[config.mk]
export PLATFORM = sky130hd
export DESIGN_NAME = pdrc_top
export DESIGN_NICKNAME = d
export VERILOG_FILES = /design/src/rtl/pdrc_regfile.v /design/src/rtl/pdrc_sync2.v /design/src/rtl/pdrc_top.v
export VERILOG_INCLUDE_DIRS = /design/src /design/src/rtl
export SDC_FILE = /design/constraint.sdc
export NUM_CORES = 1
export LEC_CHECK = 0
export BUFFER_PORTS_ARGS = -buffer_cell sky130_fd_sc_hd__buf_2
export CORE_ASPECT_RATIO = 1.1
export CORE_MARGIN = 2
export CORE_UTILIZATION = 45
export DETAILED_ROUTE_END_ITERATION = 16
export SETUP_SLACK_MARGIN = 0.15
export SLEW_MARGIN = 20
export SYNTH_ARGS = -nofsm -noshare
export SYNTH_HDL_FRONTEND = slang
export SYNTH_SLANG_ARGS = --single-unit
export TNS_END_PERCENT = 100
[constraint.sdc]
create_clock -name REF_CLK -period 9.6 [get_ports REF_CLK]
set_input_delay 1.44 -clock REF_CLK [delete_from_list [all_inputs] [get_ports REF_CLK]]
set_output_delay 1.44 -clock REF_CLK [all_outputs]
set_load 0.005 [all_outputs]
[src/rtl/pdrc_map.vh]
// Register offsets, field positions, reset values and mode codes of the power-down and reset control
`ifndef PDRC_MAP_VH
`define PDRC_MAP_VH
// Register addresses
`define PDRC_ADDR_PORT_CFG 8'h00
`define PDRC_ADDR_PLL_PD 8'h0A
`define PDRC_ADDR_DLY_FS 8'h35
`define PDRC_ADDR_DLY_FINE 8'h36
`define PDRC_ADDR_FUNC_SYNC 8'h58
`define PDRC_ADDR_OUT_PD0 8'h3D
`define PDRC_ADDR_OUT_PD1 8'h3E
`define PDRC_ADDR_OUT_PD2 8'h3F
`define PDRC_ADDR_OUT_PD3 8'h40
`define PDRC_ADDR_OUT_PD4 8'h41
`define PDRC_ADDR_BLOCK_PD 8'h42
// Reset values
`define PDRC_RST_PORT_CFG 8'h00
`define PDRC_RST_PLL_PD 8'h00
`define PDRC_RST_DLY_FS 8'h00
`define PDRC_RST_DLY_FINE 8'h00
`define PDRC_RST_FUNC_SYNC 8'h00
`define PDRC_RST_OUT_PD 8'h00
`define PDRC_RST_BLOCK_PD 8'h00
// Field positions
`define PDRC_BIT_SOFT_RESET 5
`define PDRC_BIT_DIST_PD 3
`define PDRC_BIT_SOFT_SYNC 2
`define PDRC_FUNC_HI 6
`define PDRC_FUNC_LO 5
`define PDRC_FINE_HI 5
`define PDRC_FINE_LO 1
`define PDRC_RAMP_HI 2
`define PDRC_RAMP_LO 0
`define PDRC_CAPS_HI 5
`define PDRC_CAPS_LO 3
`define PDRC_OUT_FMT_BIT 2
// Multipurpose pin functions
`define PDRC_FUNC_HARD_RESET 2'h0
`define PDRC_FUNC_SYNC 2'h1
`define PDRC_FUNC_SLEEP 2'h2
// PLL power-down codes
`define PDRC_PLL_ASYNC_PD 2'h1
`define PDRC_PLL_SYNC_PD 2'h3
// High-swing output power-down codes
`define PDRC_HS_PD_PROT 2'h2
`define PDRC_HS_PD_NOPROT 2'h3
// Ramp current step in microamps
`define PDRC_RAMP_STEP_UA 11'h0C8
`endif

[src/rtl/pdrc_regfile.v]
// Register storage for the power-down and reset control with selective default restore
`default_nettype none
`include "pdrc_map.vh"
module pdrc_regfile #(
   parameter NREG = 12
) (
   input wire clk,
   input wire hard_rst,
   input wire soft_rst,
   input wire wr_en,
   input wire [3:0] wr_idx,
   input wire [7:0] wr_data,
   input wire [3:0] rd_idx,
   output reg [7:0] rd_data,
   output wire [8*NREG-1:0] flat
);
   reg [7:0] mem [0:NREG-1];
   integer i;

   // Default value per register index
   function [7:0] pdrc_default;
      input [3:0] idx;
      begin
         case (idx)
            4'h0: pdrc_default = `PDRC_RST_PORT_CFG;
            4'h1: pdrc_default = `PDRC_RST_PLL_PD;
            4'h2: pdrc_default = `PDRC_RST_DLY_FS;
            4'h3: pdrc_default = `PDRC_RST_DLY_FINE;
            4'h4: pdrc_default = `PDRC_RST_FUNC_SYNC;
            4'hA: pdrc_default = `PDRC_RST_BLOCK_PD;
            default: pdrc_default = `PDRC_RST_OUT_PD;
         endcase
      end
   endfunction

   // Hard reset clears all; soft reset spares index 0 (port config)
   always @(posedge clk) begin
      for (i = 0; i < NREG; i = i + 1) begin
         if (hard_rst || (soft_rst && i != 0)) begin
            mem[i] <= pdrc_default(i[3:0]);
         end else if (wr_en && wr_idx == i[3:0]) begin
            mem[i] <= wr_data;
         end
      end
   end

   // Registered read data
   always @(posedge clk) begin
      if (rd_idx < NREG) begin
         rd_data <= mem[rd_idx];
      end else begin
         rd_data <= 8'h00;
      end
   end

   genvar g;
   generate
      for (g = 0; g < NREG; g = g + 1) begin : g_flat
         assign flat[8*g+7:8*g] = mem[g];
      end
   endgenerate
endmodule // pdrc_regfile
`default_nettype wire

[src/rtl/pdrc_sync2.v]
// Two-stage synchroniser for an asynchronous level
`default_nettype none
module pdrc_sync2 #(
   parameter RST_VAL = 1'b1
) (
   input wire clk,
   input wire srst,
   input wire d,
   output reg q
);
   reg meta;

   // First stage feeds only the second
   always @(posedge clk) begin
      if (srst) begin
         meta <= RST_VAL;
         q <= RST_VAL;
      end else begin
         meta <= d;
         q <= meta;
      end
   end
endmodule // pdrc_sync2
`default_nettype wire

[src/rtl/pdrc_top.v]
// Power-down, sleep and reset control of the clock distribution device
`default_nettype none
`include "pdrc_map.vh"
module pdrc_top #(
   parameter NREG = 12
) (
   input wire REF_CLK,
   input wire SRST,
   input wire FUNC_PIN,
   input wire CP_EVENT,
   input wire REG_WR,
   input wire [7:0] REG_ADDR,
   input wire [7:0] REG_WDATA,
   output wire [7:0] REG_RDATA,
   output reg CHIP_SLEEP,
   output reg HARD_RESET_ACTIVE,
   output reg SOFT_RESET_ACTIVE,
   output reg PLL_PD,
   output reg CLOCKS_OFF,
   output reg DIST_PD,
   output reg SYNC_HOLD,
   output reg [2:0] HS_PD_EN,
   output reg [2:0] HS_PROTECT,
   output reg [1:0] SEC_PD,
   output reg [1:0] SEC_CMOS,
   output reg [4:0] FINE_DELAY,
   output reg [2:0] RAMP_CODE,
   output reg [2:0] CAP_SELECT,
   output reg [10:0] RAMP_CURRENT_UA,
   output reg [2:0] BLOCK_PD
);
   ////////////////////////////////////////////////////////////////////////////
   // Pin synchronisation and function decode
   wire pin_sync;
   wire [8*NREG-1:0] regs;
   wire [7:0] r_port = regs[7:0];
   wire [7:0] r_pll = regs[15:8];
   wire [7:0] r_fs = regs[23:16];
   wire [7:0] r_fine = regs[31:24];
   wire [7:0] r_func = regs[39:32];
   wire [7:0] r_blk = regs[87:80];
   wire [1:0] func_sel = r_func[`PDRC_FUNC_HI:`PDRC_FUNC_LO];
   reg [3:0] wr_idx;
   reg [3:0] rd_idx;
   reg addr_hit;
   reg [4:0] dec_code;
   reg pll_pd_pending;
   reg [1:0] pll_mode_prev;
   reg hard_seen;
   integer k;
   // Full default byte, only the mode field is kept for the previous-mode tracker
   localparam [7:0] PLL_RST = `PDRC_RST_PLL_PD;

   pdrc_sync2 #(.RST_VAL(1'b1)) u_pin_sync (
      .clk(REF_CLK),
      .srst(SRST),
      .d(FUNC_PIN),
      .q(pin_sync)
   );

   // Hard reset: raw low pin forces reset at once, release follows the synchronised level
   wire hard_raw = (func_sel == `PDRC_FUNC_HARD_RESET) && !FUNC_PIN;
   wire hard_rst_int = SRST || hard_raw || hard_seen;
   wire soft_rst_int = r_port[`PDRC_BIT_SOFT_RESET];

   // Hard reset is held until the synchronised pin reads high again
   always @(posedge REF_CLK) begin
      if (SRST) begin
         hard_seen <= 1'b0;
      end else if (hard_raw) begin
         hard_seen <= 1'b1;
      end else if (pin_sync) begin
         hard_seen <= 1'b0;
      end
   end

   ////////////////////////////////////////////////////////////////////////////
   // Address decode; unmapped addresses drop writes and read zero
   function [4:0] pdrc_decode;
      input [7:0] a;
      begin
         case (a)
            `PDRC_ADDR_PORT_CFG: pdrc_decode = 5'h10;
            `PDRC_ADDR_PLL_PD: pdrc_decode = 5'h11;
            `PDRC_ADDR_DLY_FS: pdrc_decode = 5'h12;
            `PDRC_ADDR_DLY_FINE: pdrc_decode = 5'h13;
            `PDRC_ADDR_FUNC_SYNC: pdrc_decode = 5'h14;
            `PDRC_ADDR_OUT_PD0: pdrc_decode = 5'h15;
            `PDRC_ADDR_OUT_PD1: pdrc_decode = 5'h16;
            `PDRC_ADDR_OUT_PD2: pdrc_decode = 5'h17;
            `PDRC_ADDR_OUT_PD3: pdrc_decode = 5'h18;
            `PDRC_ADDR_OUT_PD4: pdrc_decode = 5'h19;
            `PDRC_ADDR_BLOCK_PD: pdrc_decode = 5'h1A;
            default: pdrc_decode = 5'h0B;
         endcase
      end
   endfunction

   // Index and hit flag from the decoded address
   always @* begin
      dec_code = pdrc_decode(REG_ADDR);
      addr_hit = dec_code >= 5'h10;
      wr_idx = dec_code[3:0]; // Low nibble is the register index
      rd_idx = addr_hit ? wr_idx : 4'hF;
   end

   // Writes stay open in sleep; settings take effect at once unless sleep forces the output (PLL, high-swing, secondary power-down)
   pdrc_regfile #(.NREG(NREG)) u_regs (
      .clk(REF_CLK),
      .hard_rst(hard_rst_int),
      .soft_rst(soft_rst_int),
      .wr_en(REG_WR && addr_hit && !hard_rst_int),
      .wr_idx(wr_idx),
      .wr_data(REG_WDATA),
      .rd_idx(rd_idx),
      .rd_data(REG_RDATA),
      .flat(regs)
   );

   ////////////////////////////////////////////////////////////////////////////
   // Synchronous PLL power-down waits for a charge-pump event
   always @(posedge REF_CLK) begin
      if (hard_rst_int || soft_rst_int) begin
         pll_pd_pending <= 1'b0;
         pll_mode_prev <= PLL_RST[1:0];
         PLL_PD <= 1'b0;
      end else begin
         pll_mode_prev <= r_pll[1:0];
         if (CHIP_SLEEP || r_pll[1:0] == `PDRC_PLL_ASYNC_PD) begin
            PLL_PD <= 1'b1;
            pll_pd_pending <= 1'b0;
         end else if (r_pll[1:0] == `PDRC_PLL_SYNC_PD) begin
            if (CP_EVENT && (pll_pd_pending || pll_mode_prev != `PDRC_PLL_SYNC_PD || PLL_PD)) begin
               PLL_PD <= 1'b1;
               pll_pd_pending <= 1'b0;
            end else if (!PLL_PD) begin
               pll_pd_pending <= 1'b1;
            end
         end else begin
            PLL_PD <= 1'b0;
            pll_pd_pending <= 1'b0;
         end
      end
   end

   ////////////////////////////////////////////////////////////////////////////
   // Sleep, sync and output power state
   always @(posedge REF_CLK) begin
      if (SRST) begin
         CHIP_SLEEP <= 1'b0;
         HARD_RESET_ACTIVE <= 1'b1;
         SOFT_RESET_ACTIVE <= 1'b0;
         CLOCKS_OFF <= 1'b1;
         DIST_PD <= 1'b0;
         SYNC_HOLD <= 1'b0;
         HS_PD_EN <= 3'h0;
         HS_PROTECT <= 3'h0;
         SEC_PD <= 2'h0;
         SEC_CMOS <= 2'h0;
         FINE_DELAY <= 5'h00;
         RAMP_CODE <= 3'h0;
         CAP_SELECT <= 3'h0;
         RAMP_CURRENT_UA <= 11'h0C8;
         BLOCK_PD <= 3'h0;
      end else begin
         HARD_RESET_ACTIVE <= hard_rst_int;
         SOFT_RESET_ACTIVE <= soft_rst_int;
         CHIP_SLEEP <= (func_sel == `PDRC_FUNC_SLEEP) && !pin_sync;
         CLOCKS_OFF <= ((func_sel == `PDRC_FUNC_SLEEP) && !pin_sync) || hard_rst_int || soft_rst_int;
         DIST_PD <= r_func[`PDRC_BIT_DIST_PD];
         // Pin low with the sync function selected, or the soft-sync bit, holds outputs in a known state
         SYNC_HOLD <= ((func_sel == `PDRC_FUNC_SYNC) && !pin_sync) || r_func[`PDRC_BIT_SOFT_SYNC];
         // High-swing outputs: sleep forces safe-off with protection
         for (k = 0; k < 3; k = k + 1) begin
            HS_PD_EN[k] <= CHIP_SLEEP || regs[8*(5+k)+1];
            HS_PROTECT[k] <= CHIP_SLEEP || regs[8*(5+k)+1 -: 2] == `PDRC_HS_PD_PROT
               || (r_func[`PDRC_BIT_DIST_PD] && regs[8*(5+k)+1 -: 2] != `PDRC_HS_PD_NOPROT);
         end
         // Secondary outputs off in sleep or by their own bit
         for (k = 0; k < 2; k = k + 1) begin
            SEC_PD[k] <= CHIP_SLEEP || regs[8*(8+k)];
            SEC_CMOS[k] <= regs[8*(8+k)+`PDRC_OUT_FMT_BIT];
         end
         FINE_DELAY <= r_fine[`PDRC_FINE_HI:`PDRC_FINE_LO];
         RAMP_CODE <= r_fs[`PDRC_RAMP_HI:`PDRC_RAMP_LO];
         CAP_SELECT <= r_fs[`PDRC_CAPS_HI:`PDRC_CAPS_LO];
         RAMP_CURRENT_UA <= pdrc_ramp_ua(r_fs[`PDRC_RAMP_HI:`PDRC_RAMP_LO]);
         BLOCK_PD <= r_blk[2:0];
      end
   end

   // Ramp current in microamps, 200 per step plus one
   function [10:0] pdrc_ramp_ua;
      input [2:0] code;
      begin
         pdrc_ramp_ua = (11'h000 + code + 11'h001) * `PDRC_RAMP_STEP_UA;
      end
   endfunction
   // A sync request after wake is the controller's duty; SYNC_HOLD carries it
endmodule // pdrc_top
`default_nettype wire
Word level (Yosys, flattened, before mapping)
Memories as Yosys holds them, arrays and structs flattened. A register that Yosys moved wholly into a read port is not among the register bits.
Cells that the tools add are included.
- input bits: 21
- output and inout port bits: 50
- memories kept: 1
- logic and storage cells: 182
- bits in writable memories: 96
- bits in registers: 40
- memories (memory ; words ; bits a word ; read ports ; clocked after Yosys merged registers in ; write ports ; line ; RTL):
    u_regs.mem ; 12 ; 8 ; 12 ; 3 ; 12 ; pdrc_regfile.v:17 ; reg [7:0] mem [0:NREG-1];
- equality and inequality tests: 33
- multiplexer cells: 61
- multiply operators: 1
- bitwise logic cells: 13
- order comparisons: 2
- reductions and logical operators: 50
- $add $sub $neg: 1
- operator list (cell ; count):
    $mux 8 ; 14
    $pmux 5 s11 ; 1
    $mux 1 ; 45
    $eq 8x6->1 const B ; 5
    $eq 8x7->1 const B ; 4
    $logic_and 1x1->1 ; 21
    $logic_or 1x1->1 ; 20
    $eq 4x3->1 const B ; 4
    $eq 4x4->1 const B ; 4
    $or 1x1->1 ; 12
    $eq 2x2->1 const B ; 5
    $eq 4x2->1 const B ; 2
    $eq 8x4->1 const B ; 1
    $logic_not 8->1 ; 1
    $mul 4x5->8 const B ; 1
    $ne 2x2->1 const B ; 4
    $ge 5x5->1 const B ; 1
    $add 3x1->4 const B ; 1
    $eq 2x1->1 const B ; 2
    $eq 4x1->1 const B ; 1
    $logic_not 1->1 ; 4
    $logic_not 4->1 ; 1
    $lt 4x4->1 const B ; 1
    $mux 4 ; 1
    5 further kinds ; 5

Logic depth before layout (Yosys ltp)
Gate-level depths: netlist of run 1.
An unclocked memory read counts as a cell.
- depth in word-level cells: 12
- mapped depth: 9
- depth with buffers taken out: 9

Cells and area by module
From an unflattened synthesis of run 1, not the netlist that was laid out.
- cells, all modules: 528
- area, all modules: 6418.7 um^2
- by module, submodules not included (module ; sequential area each (um^2) ; cells each ; times used ; area an instance (um^2)):
    pdrc_regfile ; 3042.9 ; 329 ; 1 ; 4590.7
    pdrc_top ; 860.8 ; 195 ; 1 ; 1775.5
    pdrc_sync2 ; 40.0 ; 4 ; 1 ; 52.6

Least setup slack after synthesis of run 1
No wires, ideal clock.
- path kind: input-to-reg
- from: input port REG_ADDR[5]
- to: memory u_regs.mem[7][0], enable pin
- arrival time: 3.819 ns
- buffers on the path: 3
- required time: 9.216 ns
- library setup time: 0.384 ns
- setup slack: 5.397 ns
- stages on the path: 8
- cell sequence: clkbuf_1 -> or4b_1 -> a2111oi_2 -> buf_2 -> o21a_1 -> buf_2 -> a21oi_1 -> o21ai_0
- RTL lines (element ; line ; RTL):
    start, declared ; pdrc_top.v:12 ; input wire [7:0] REG_ADDR,
    end, declared ; pdrc_regfile.v:17 ;

Worst setup path in the final report of run 1
- from: input port REG_ADDR[2]
- to: register u_regs.rd_data[6], read port of u_regs.mem
- longest elaborated chain between the ends: 6
- elaborated cells on any way between the ends: 16
- classes of those cells: order compare: 2; eq/ne: 10; mux: 2; reduce/logical: 2
- ends and longest elaborated chain (element ; line ; RTL):
    $eq 8x7->1 (tied with other cells) ; pdrc_top.v:82 ; case (a)
    $pmux 5 s11 (*) ; pdrc_top.v:82 ;
    $ge 5x5->1 ; pdrc_top.v:102 ; addr_hit = dec_code >= 5'h10;
    $mux 4 (*) ; pdrc_top.v:104 ; rd_idx = addr_hit ? wr_idx : 4'hF;
    $lt 4x4->1 ; pdrc_regfile.v:49 ; if (rd_idx < NREG) begin
    $logic_not 1->1 (no line) ; - ;
    end, declared ; pdrc_regfile.v:14 ; output reg [7:0] rd_data,
Mark *: on every way between the ends. The rest lies on a longest branch, timed or not.
A chain may end at the register's enable or synchronous reset.

==> results.json, run 1 <==
{
  "outcome": "complete, no violations",
  "leakagePower_nw": 2.87,
  "detail_route.drc_violations": 0,
  "io_buffers": 67,
  "fp-row-count": 45,
  "clock_latency_ps": 430,
  "post-synth-top-area-fraction": 0.417,
  "final_area_mm2": 0.00734,
  "synthMuxAreaShare": 0,
  "number_of_enable_type_register_cells_in_the_synthesized_netlist": 88,
  "worst_pin_slew_ps": 1150,
  "final_net_count": 656,
  "fp.dieH_um": 128,
  "cts_tree": "yes",
  "largest_net_degree_at_the_start_of_global_routing": 39,
  "multi_input_comb_area_mm2": 0.00239,
  "ir_drop_uv": 119,
  "yosys-top-cells-area": "sky130_fd_sc_hd__edfxtp_1 42%, sky130_fd_sc_hd__dfxtp_1 17%, sky130_fd_sc_hd__and2_1 8.7%, sky130_fd_sc_hd__nor2_1 2.8%, sky130_fd_sc_hd__a221oi_1 2.4%",
  "async_reset_ff_frac": 0,
  "clock_path_buffers": 2,
  "drive_gt1_frac": 0.179,
  "fp.dieW_um": 117,
  "power_density_mw_per_mm2": 190,
  "avgSynthCellArea_um2": 11.1,
  "dpl.hpwl_um": 12300,
  "drv_cap": 0,
  "grt_pass1_vias": 4574,
  "post-route-min-period_ps": 4420,
  "cts_sinks": 141,
  "nFillCells": 1228,
  "synth_cell_types": 59,
  "synth.yosys.seq_area_share": 0.585,
  "yosys.area_share.adder": 0.0119,
  "totalNegativeSetupSlack_ps": 0,
  "ctsHoldBuffers": 0,
  "yosys_reg_bits": 141,
  "area.growth.synth_to_final_pct": 15.9,
  "clock_tree.root_cell": "sky130_fd_sc_hd__clkbuf_16",
  "core_mm2": 0.0138,
  "holdCritPathClass": "flop to flop",
  "total_number_of_vias": 4746,
  "placed_cells_incl_taps": 798,
  "timing.final.max_slew_violations": 0,
  "fin_util": 0.532,
  "placed_cell_area_mm2": 0.00681,
  "synthCells": 571,
  "setup.worst_path.class": "input pin to flop",
  "dominant_combinational_cell_family_by_area_after_synthesis": "simple AND/OR/NAND/NOR gates",
  "grt_antenna_before_repair": 0,
  "crit_arrival_ps": 4670,
  "post_cts_buffers": 0,
  "gp_congestion": 0.940,
  "vias_per_cell": 5.72,
  "synth-simple-area-share": 0.202,
  "yosysWarnings": 0,
  "clk_pin_slew_ps": 60,
  "cts_inserted_buffers": 17,
  "wire_length_of_the_first_global_routing_pass_um": 26000,
  "initial_utilization": 0.459,
  "crit_required_ps": 9840,
  "synth_largest_area_cell": "sky130_fd_sc_hd__edfxtp_1",
  "maxSlewHeadroom": 0.227,
  "path_max_fanout": 19,
  "synth_xor_xnor_area_share": 0.00830,
  "seq_area_mm2": 0.00370,
  "critPathLaunchType": "input pin",
  "final_antenna_net_count": 0,
  "totalWireLength_um": 17200,
  "compound_gate_portion_of_the_synthesized_area": 0.150,
  "clock.fmax_ghz": 0.226,
  "h-tree-depth": 4,
  "clock-skew-final_ps": 13.4,
  "cts.repair.resized": 0,
  "global_route.overflow_total": 0,
  "pin_count": 71,
  "post_synth_instance_area_mm2": 0.00633,
  "finish.cell_count_without_fillers": 830,
  "die_area_mm2": 0.0150,
  "finalPower_mw": 1.40,
  "setup.worst_path.end_class": "flop",
  "drtIter0Drc": 371,
  "setup_viol_count_final": 0,
  "drtPass1Iterations": 5,
  "period_share": 0.461,
  "antennaDiodeCount": 0,
  "ys.flop_type": "sky130_fd_sc_hd__edfxtp_1",
  "grt_setup_unrepaired": "false",
  "globalRouteTotalUtil": 0.242,
  "fin_hold_viols": 0,
  "detail_route.wl_per_cell_um": 20.7
}
Yosys cell counts (9+ instances only):
| master | n |
|---|---|
| sky130_fd_sc_hd__clkbuf_1 | 24 |
| sky130_fd_sc_hd__and2_1 | 88 |
| sky130_fd_sc_hd__o211ai_1 | 14 |
| sky130_fd_sc_hd__dfxtp_1 | 53 |
| sky130_fd_sc_hd__nor3b_1 | 10 |
| sky130_fd_sc_hd__a221oi_1 | 17 |
| sky130_fd_sc_hd__o21ai_0 | 25 |
| sky130_fd_sc_hd__a21oi_1 | 9 |
| sky130_fd_sc_hd__inv_1 | 30 |
| sky130_fd_sc_hd__nor2_1 | 48 |
| sky130_fd_sc_hd__nor3_1 | 19 |
| sky130_fd_sc_hd__nor2b_1 | 22 |
| sky130_fd_sc_hd__edfxtp_1 | 88 |
logic make-up (layout without fill, tap and decap cells):
logic type / Yosys count / count (layout)
AND/OR/NAND/NOR: 226 / 226
AO/OA/AOI/OAI: 125 / 125
other: 1 / 4
buffers and inverters: 66 / 134
XOR/XNOR: 6 / 6
adder cells (fa/ha/maj): 6 / 6
flip-flops: 141 / 141
routing by layer:
layer  vias up  GRT usage  part of all wire
met4         0      0.109             0.033
met1      2317      0.316              0.43
met3        39     0.0787             0.075
met2       192      0.368              0.47
li1       2198          -                 -
met5         -          0                 0
critical path, cell delays in order:
cell and delay [ps]:
sky130_fd_sc_hd__buf_2 130, sky130_fd_sc_hd__or4_1 650, sky130_fd_sc_hd__nor4_1 920, sky130_fd_sc_hd__nor2_2 420
sky130_fd_sc_hd__nor3b_1 320, sky130_fd_sc_hd__a2111oi_0 130, sky130_fd_sc_hd__a2111oi_1 650
cell type report:
class	count	share of cell area
timing repair buffer	71	0.0498
clock buffer	21	0.0600
sequential	141	0.504
multi-input combinational	367	0.326
inverter	31	0.0158
tap	188	0.0320
clock inverter	11	0.0121
worst paths after layout:
path                             startpoint                        endpoint  slack (ps)  depth (start not counted)
max                             REG_ADDR[2]    u_regs.rd_data[6]$_SDFF_PP0_        5180                          7
max reg2reg  u_regs.mem[4][6]$_SDFFCE_PN0P_  u_regs.mem[4][1]$_SDFFCE_PN0P_        6100                          7
min reg2reg      u_pin_sync.meta$_SDFF_PP1_         u_pin_sync.q$_SDFF_PP1_         420                          1
min              u_pin_sync.meta$_SDFF_PP1_         u_pin_sync.q$_SDFF_PP1_         420                          1
flip-flops by register name (all words and copies together) (netlist names), 2 cells and up:
register	count
SEC_CMOS	2
SEC_PD	2
FINE_DELAY	5
pll_mode_prev	2
BLOCK_PD	3
u_regs.mem	88
RAMP_CODE	3
HS_PROTECT	3
CAP_SELECT	3
HS_PD_EN	3
u_regs.rd_data	8
RAMP_CURRENT_UA	8
through the flow:
| step | setup WS [ps] | hold slack, ps |
|---|---|---|
| 2_1_floorplan | 5400 | 389 |
| 3_3_place_gp | 4460 | 402 |
| 3_5_place_dp | 4560 | 396 |
| 6_report | 5180 | 420 |
| 4_1_cts | 5010 | 422 |
| 5_1_grt | 4860 | 448 |
power breakdown:
group          switching (mW)  internal (mW)
sequential             0.0208          0.685
combinational          0.0683         0.0332
clock                   0.257          0.333
layout by cell type (no fill, tap or decap), types with 5 or more instances in the layout:
cell,n
sky130_fd_sc_hd__o2111ai_1,8
sky130_fd_sc_hd__nor2_1,47
sky130_fd_sc_hd__o211ai_1,14
sky130_fd_sc_hd__inv_1,30
sky130_fd_sc_hd__nand2b_1,6
sky130_fd_sc_hd__buf_2,67
sky130_fd_sc_hd__a2111oi_1,6
sky130_fd_sc_hd__or2_2,6
sky130_fd_sc_hd__o21ai_1,12
sky130_fd_sc_hd__o22ai_1,7
sky130_fd_sc_hd__nand2_1,7
sky130_fd_sc_hd__a2111oi_0,5
sky130_fd_sc_hd__a21oi_1,9
sky130_fd_sc_hd__nand3_1,6
sky130_fd_sc_hd__a221o_1,5
sky130_fd_sc_hd__dfxtp_1,53
sky130_fd_sc_hd__nor3b_1,10
sky130_fd_sc_hd__a221oi_1,17
sky130_fd_sc_hd__and2_1,88
sky130_fd_sc_hd__ha_1,6
sky130_fd_sc_hd__edfxtp_1,88
sky130_fd_sc_hd__nor3_1,18
sky130_fd_sc_hd__o21ai_0,14
sky130_fd_sc_hd__nor2b_1,22
sky130_fd_sc_hd__clkbuf_16,17
(Power assumes the default switching activity.)
==> run 2: changes to the inputs <==
- PLACE_DENSITY: default -> 0.66
- clock period: 9.6 -> 3.8 ns (I/O delays scaled with it)
==> results.json, run 2 (synthesis gave the netlist of run 1 again) <==
{
  "total_number_of_vias": 4920,
  "final_net_count": 682,
  "hold_endpoint": "u_pin_sync.meta$_SDFF_PP1_",
  "post_cts_buffers": 0,
  "r2r.worst_path.cells": 10,
  "worst_pin_slew_ps": 707,
  "post-place-ws_ps": 268,
  "core_mm2": 0.0138,
  "finish.cell_count_without_fillers": 856,
  "largest_net_degree_at_the_start_of_global_routing": 38,
  "drive_gt1_frac": 0.213,
  "cts_sinks": 141,
  "register_bank_with_the_most_flops": "u_regs.mem",
  "cts_inserted_buffers": 17,
  "globalRouteTotalUtil": 0.256,
  "fin_worst_hold_slack_ps": 361,
  "fin_hold_viols": 0,
  "maxSlewHeadroom": 0.525,
  "global_route.overflow_total": 0,
  "largest_register_ffs": 88,
  "drtPass1Iterations": 5,
  "worstPathCellList": "buf_2 > or4b_1 > a2111oi_2 > a22oi_1 > buf_4 > o2111ai_1 > o22ai_1 > a2111oi_1",
  "setup.worst_path.class": "input pin to flop",
  "crit_arrival_ps": 3390,
  "h-tree-depth": 4,
  "fp.dieW_um": 117,
  "crit_required_ps": 4080,
  "holdCritPathClass": "input pin to flop",
  "critical_path.max_stage_delay_ps": 610,
  "startpoint_of_the_lowest_slack_register_to_register_path": "u_regs.mem[4][5]$_SDFFCE_PN0P_",
  "minimum_setup_slack_in_the_final_design_ps": 684,
  "totalNegativeSetupSlack_ps": 0,
  "area.growth.synth_to_final_pct": 19.2,
  "post-route-min-period_ps": 3120,
  "crit_path_start": "REG_ADDR[2]",
  "power_density_mw_per_mm2": 480,
  "critPathLaunchType": "input pin",
  "wire_length_of_the_first_global_routing_pass_um": 27600,
  "dpl.hpwl_um": 12900,
  "timing.critical_path.buf_inv": 2,
  "placed_cell_area_mm2": 0.00700,
  "io_buffers": 67,
  "setup.worst_path.end_class": "flop",
  "grt_antenna_before_repair": 0,
  "grt_pass1_vias": 4575,
  "cts.repair.resized": 0,
  "path_max_fanout": 23,
  "largest_registers": "u_regs.mem (88), RAMP_CURRENT_UA (8), u_regs.rd_data (8)",
  "period_share": 0.820,
  "clk_pin_slew_ps": 60,
  "hold_depth": 2,
  "clock_tree.root_cell": "sky130_fd_sc_hd__clkbuf_16",
  "clock.fmax_ghz": 0.321,
  "timing.final.max_slew_violations": 0,
  "ff2ff_setup_slack_ps": 1020,
  "final_antenna_net_count": 0,
  "clock-skew-final_ps": 7.14,
  "gp_congestion": 0.952,
  "critical_path.top_delay_family": "compound AO/OA/AOI/OAI gates",
  "antennaDiodeCount": 0,
  "placed_cells_incl_taps": 824,
  "fp-row-count": 45,
  "nFillCells": 1196,
  "fin_util": 0.548,
  "clock_latency_ps": 430,
  "detail_route.wl_per_cell_um": 21.2,
  "final_area_mm2": 0.00755,
  "clock_path_buffers": 2,
  "initial_utilization": 0.459,
  "outcome": "complete, no violations",
  "cts_tree": "yes",
  "min_from": "FUNC_PIN",
  "pin_count": 71,
  "drv_cap": 0,
  "critPathSlowestCell": "sky130_fd_sc_hd__a2111oi_2",
  "ctsHoldBuffers": 0,
  "die_area_mm2": 0.0150,
  "r2r-end": "u_regs.mem[8][2]$_SDFFCE_PN0P_",
  "fp.dieH_um": 128,
  "drtIter0Drc": 501,
  "ir_drop_uv": 276,
  "worstSetupPathDepth": 8,
  "grt_setup_unrepaired": "false",
  "detail_route.drc_violations": 0,
  "leakagePower_nw": 3.02,
  "layout.cells.most_common_list": "88 x sky130_fd_sc_hd__and2_1, 88 x sky130_fd_sc_hd__edfxtp_1, 67 x sky130_fd_sc_hd__buf_2",
  "vias_per_cell": 5.75,
  "totalWireLength_um": 18200,
  "setup_viol_count_final": 0,
  "finalPower_mw": 3.62
}
-- run 2: changes by cell type in the layout (fill, tap and decap cells not counted), moves of 2 or more --
cell and delta:
sky130_fd_sc_hd__buf_4 +26, sky130_fd_sc_hd__clkbuf_1 -3, sky130_fd_sc_hd__clkinv_4 -2, sky130_fd_sc_hd__inv_4 +4, sky130_fd_sc_hd__inv_6 +2, sky130_fd_sc_hd__o21ai_0 +11, sky130_fd_sc_hd__o21ai_1 -11
-- run 2: area by class of cell --
type                       count  area (um^2)  share of cell area
tap                          188          235              0.0311
clock buffer                  19          454              0.0601
sequential                   141         3700               0.490
multi-input combinational    367         2380               0.315
inverter                      31          116              0.0154
timing repair buffer          97          561              0.0742
clock inverter                13          101              0.0134
-- run 2: worst max path at each step --
stage | endpoint
after global routing | u_regs.mem[7][2]$_SDFFCE_PN0P_
after detailed placement | u_regs.rd_data[4]$_SDFF_PP0_
after CTS | u_regs.rd_data[4]$_SDFF_PP0_
after floorplan | u_regs.mem[7][0]$_SDFFCE_PN0P_
after global placement | u_regs.rd_data[4]$_SDFF_PP0_
final | u_regs.rd_data[4]$_SDFF_PP0_
-- run 2: per-layer routing --
layer / vias up / global-route usage / share of wire / routed length (um)
li1: 2257 / - / - / -
met1: 2417 / 0.363 / 0.44 / 7970
met2: 222 / 0.392 / 0.47 / 8540
met3: 24 / 0.0495 / 0.071 / 1300
met4: 0 / 0.0920 / 0.020 / 358
met5: - / 0 / 0 / 0
-- run 2: report_power, final --
group / total (mW) / switching [mW] / internal [mW]
sequential: 1.78 / 0.0539 / 1.73
combinational: 0.282 / 0.179 / 0.102
clock: 1.56 / 0.673 / 0.886
==> run 3: changes to the inputs <==
- clock period: 3.8 -> 2.63 ns (I/O delays scaled with it)
==> results.json, run 3 (synthesis gave the netlist of run 1 again) <==
{
  "outcome": "complete, no violations",
  "io_buffers": 67,
  "globalRouteTotalUtil": 0.266,
  "largest_net_degree_at_the_start_of_global_routing": 38,
  "placed_cell_area_mm2": 0.00773,
  "worst_pin_slew_ps": 692,
  "setup_viol_count_final": 0,
  "core_mm2": 0.0138,
  "post-route-min-period_ps": 2420,
  "grt_antenna_before_repair": 0,
  "antennaDiodeCount": 0,
  "setup.worst_path.class": "input pin to flop",
  "detail_route.wl_per_cell_um": 20.7,
  "critical_path.max_stage_delay_ps": 570,
  "gp_congestion": 0.918,
  "maxSlewHeadroom": 0.538,
  "clock_path_buffers": 2,
  "period_share": 0.919,
  "fp.dieW_um": 117,
  "worstSetupPathDepth": 11,
  "timing.final.max_slew_violations": 0,
  "power_density_mw_per_mm2": 652,
  "largest_registers": "u_regs.mem (88), RAMP_CURRENT_UA (8), u_regs.rd_data (8)",
  "wire_length_of_the_first_global_routing_pass_um": 28800,
  "path_max_fanout": 12,
  "critPathLaunchType": "input pin",
  "fin_hold_viols": 0,
  "detail_route.drc_violations": 0,
  "cts_tree": "yes",
  "path_common_cell": "sky130_fd_sc_hd__buf_4",
  "setup.worst_path.end_class": "flop",
  "vias_per_cell": 5.54,
  "totalWireLength_um": 18900,
  "clock_tree.root_cell": "sky130_fd_sc_hd__clkbuf_16",
  "h-tree-depth": 4,
  "initial_utilization": 0.459,
  "grt_pass1_vias": 5033,
  "drv_cap": 0,
  "critPathSlowestCell": "sky130_fd_sc_hd__or4b_4",
  "ir_drop_uv": 449,
  "crit_arrival_ps": 2720,
  "cts_sinks": 141,
  "final_antenna_net_count": 0,
  "crit_required_ps": 2930,
  "clock-skew-final_ps": 9.11,
  "clock_latency_ps": 430,
  "drtIter0Drc": 477,
  "largest_register_ffs": 88,
  "fp-row-count": 45,
  "final_area_mm2": 0.00847,
  "fp.dieH_um": 128,
  "drtPass1Iterations": 7,
  "global_route.overflow_total": 0,
  "area.growth.synth_to_final_pct": 33.8,
  "fin_util": 0.614,
  "layout.cells.most_common_list": "88 x sky130_fd_sc_hd__and2_1, 88 x sky130_fd_sc_hd__buf_4, 88 x sky130_fd_sc_hd__edfxtp_1",
  "worstPathCellList": "buf_2 > or4b_4 > a2111oi_4 > buf_4 > buf_4 > nor3_2 > buf_4 > nor2_2 > a21oi_1 > buf_4 > a221oi_1",
  "die_area_mm2": 0.0150,
  "final_net_count": 743,
  "finalPower_mw": 5.53,
  "register_bank_with_the_most_flops": "u_regs.mem",
  "holdCritPathClass": "input pin to flop",
  "timing.critical_path.buf_inv": 5,
  "hold_depth": 2,
  "total_number_of_vias": 5079,
  "grt_setup_unrepaired": "true",
  "r2r.worst_path.cells": 8,
  "dpl.hpwl_um": 14000,
  "clk_pin_slew_ps": 60,
  "drive_gt1_frac": 0.343,
  "pin_count": 71,
  "critical_path.top_delay_family": "buffers and inverters",
  "leakagePower_nw": 3.38,
  "clock.fmax_ghz": 0.414,
  "cts_inserted_buffers": 17
}
## run 3: final cells by class
cell class	count	area [um^2]
Clock buffer	18	429
Clock inverter	14	180
Fill cell	1159	5320
Inverter	31	116
Multi-Input combinational cell	367	2760
Sequential cell	141	3700
Tap cell	188	235
Timing Repair Buffer	158	1050
## run 3: final timing paths
kind / startpoint / endpoint / slack (ps)
min reg2reg: u_pin_sync.meta$_SDFF_PP1_ / u_pin_sync.q$_SDFF_PP1_ / 430
min: FUNC_PIN / u_pin_sync.meta$_SDFF_PP1_ / 190
max: REG_ADDR[2] / u_regs.rd_data[7]$_SDFF_PP0_ / 210
max reg2reg: u_regs.mem[4][5]$_SDFFCE_PN0P_ / u_regs.mem[1][6]$_SDFFCE_PN0P_ / 440
## run 3: per-layer routing
layer / vias up / global-route usage / part of all wire
li1: 2376 / - / -
met1: 2473 / 0.351 / 0.43
met2: 204 / 0.438 / 0.49
met3: 26 / 0.0631 / 0.062
met4: 0 / 0.0810 / 0.017
met5: - / 0 / 0
## run 3: power breakdown
group          switching [mW]  internal [mW]  leakage [nW]
logic                   0.296          0.190          1.66
clock network           0.957           1.51         0.294
registers              0.0793           2.50          1.42
## run 3: through the flow
stage / hold slack, ps / setup WS [ps] / cells / setup TNS (ps)
after floorplan: 389 / 52.9 / 574 / 0
after global placement: 399 / -549 / 879 / -8190
after detailed placement: 412 / -547 / 879 / -11590
after CTS: 180 / 76.9 / 914 / 0
after global routing: 180 / 122 / 917 / 0
final: 190 / 213 / 917 / 0
## run 3: timing repair
action                     in CTS  in global routing
hold buffers                    0                  0
setup buffers                   3                  3
pin swaps                       2                  5
resized for setup               1                 17
setup endpoints to repair       3                 10
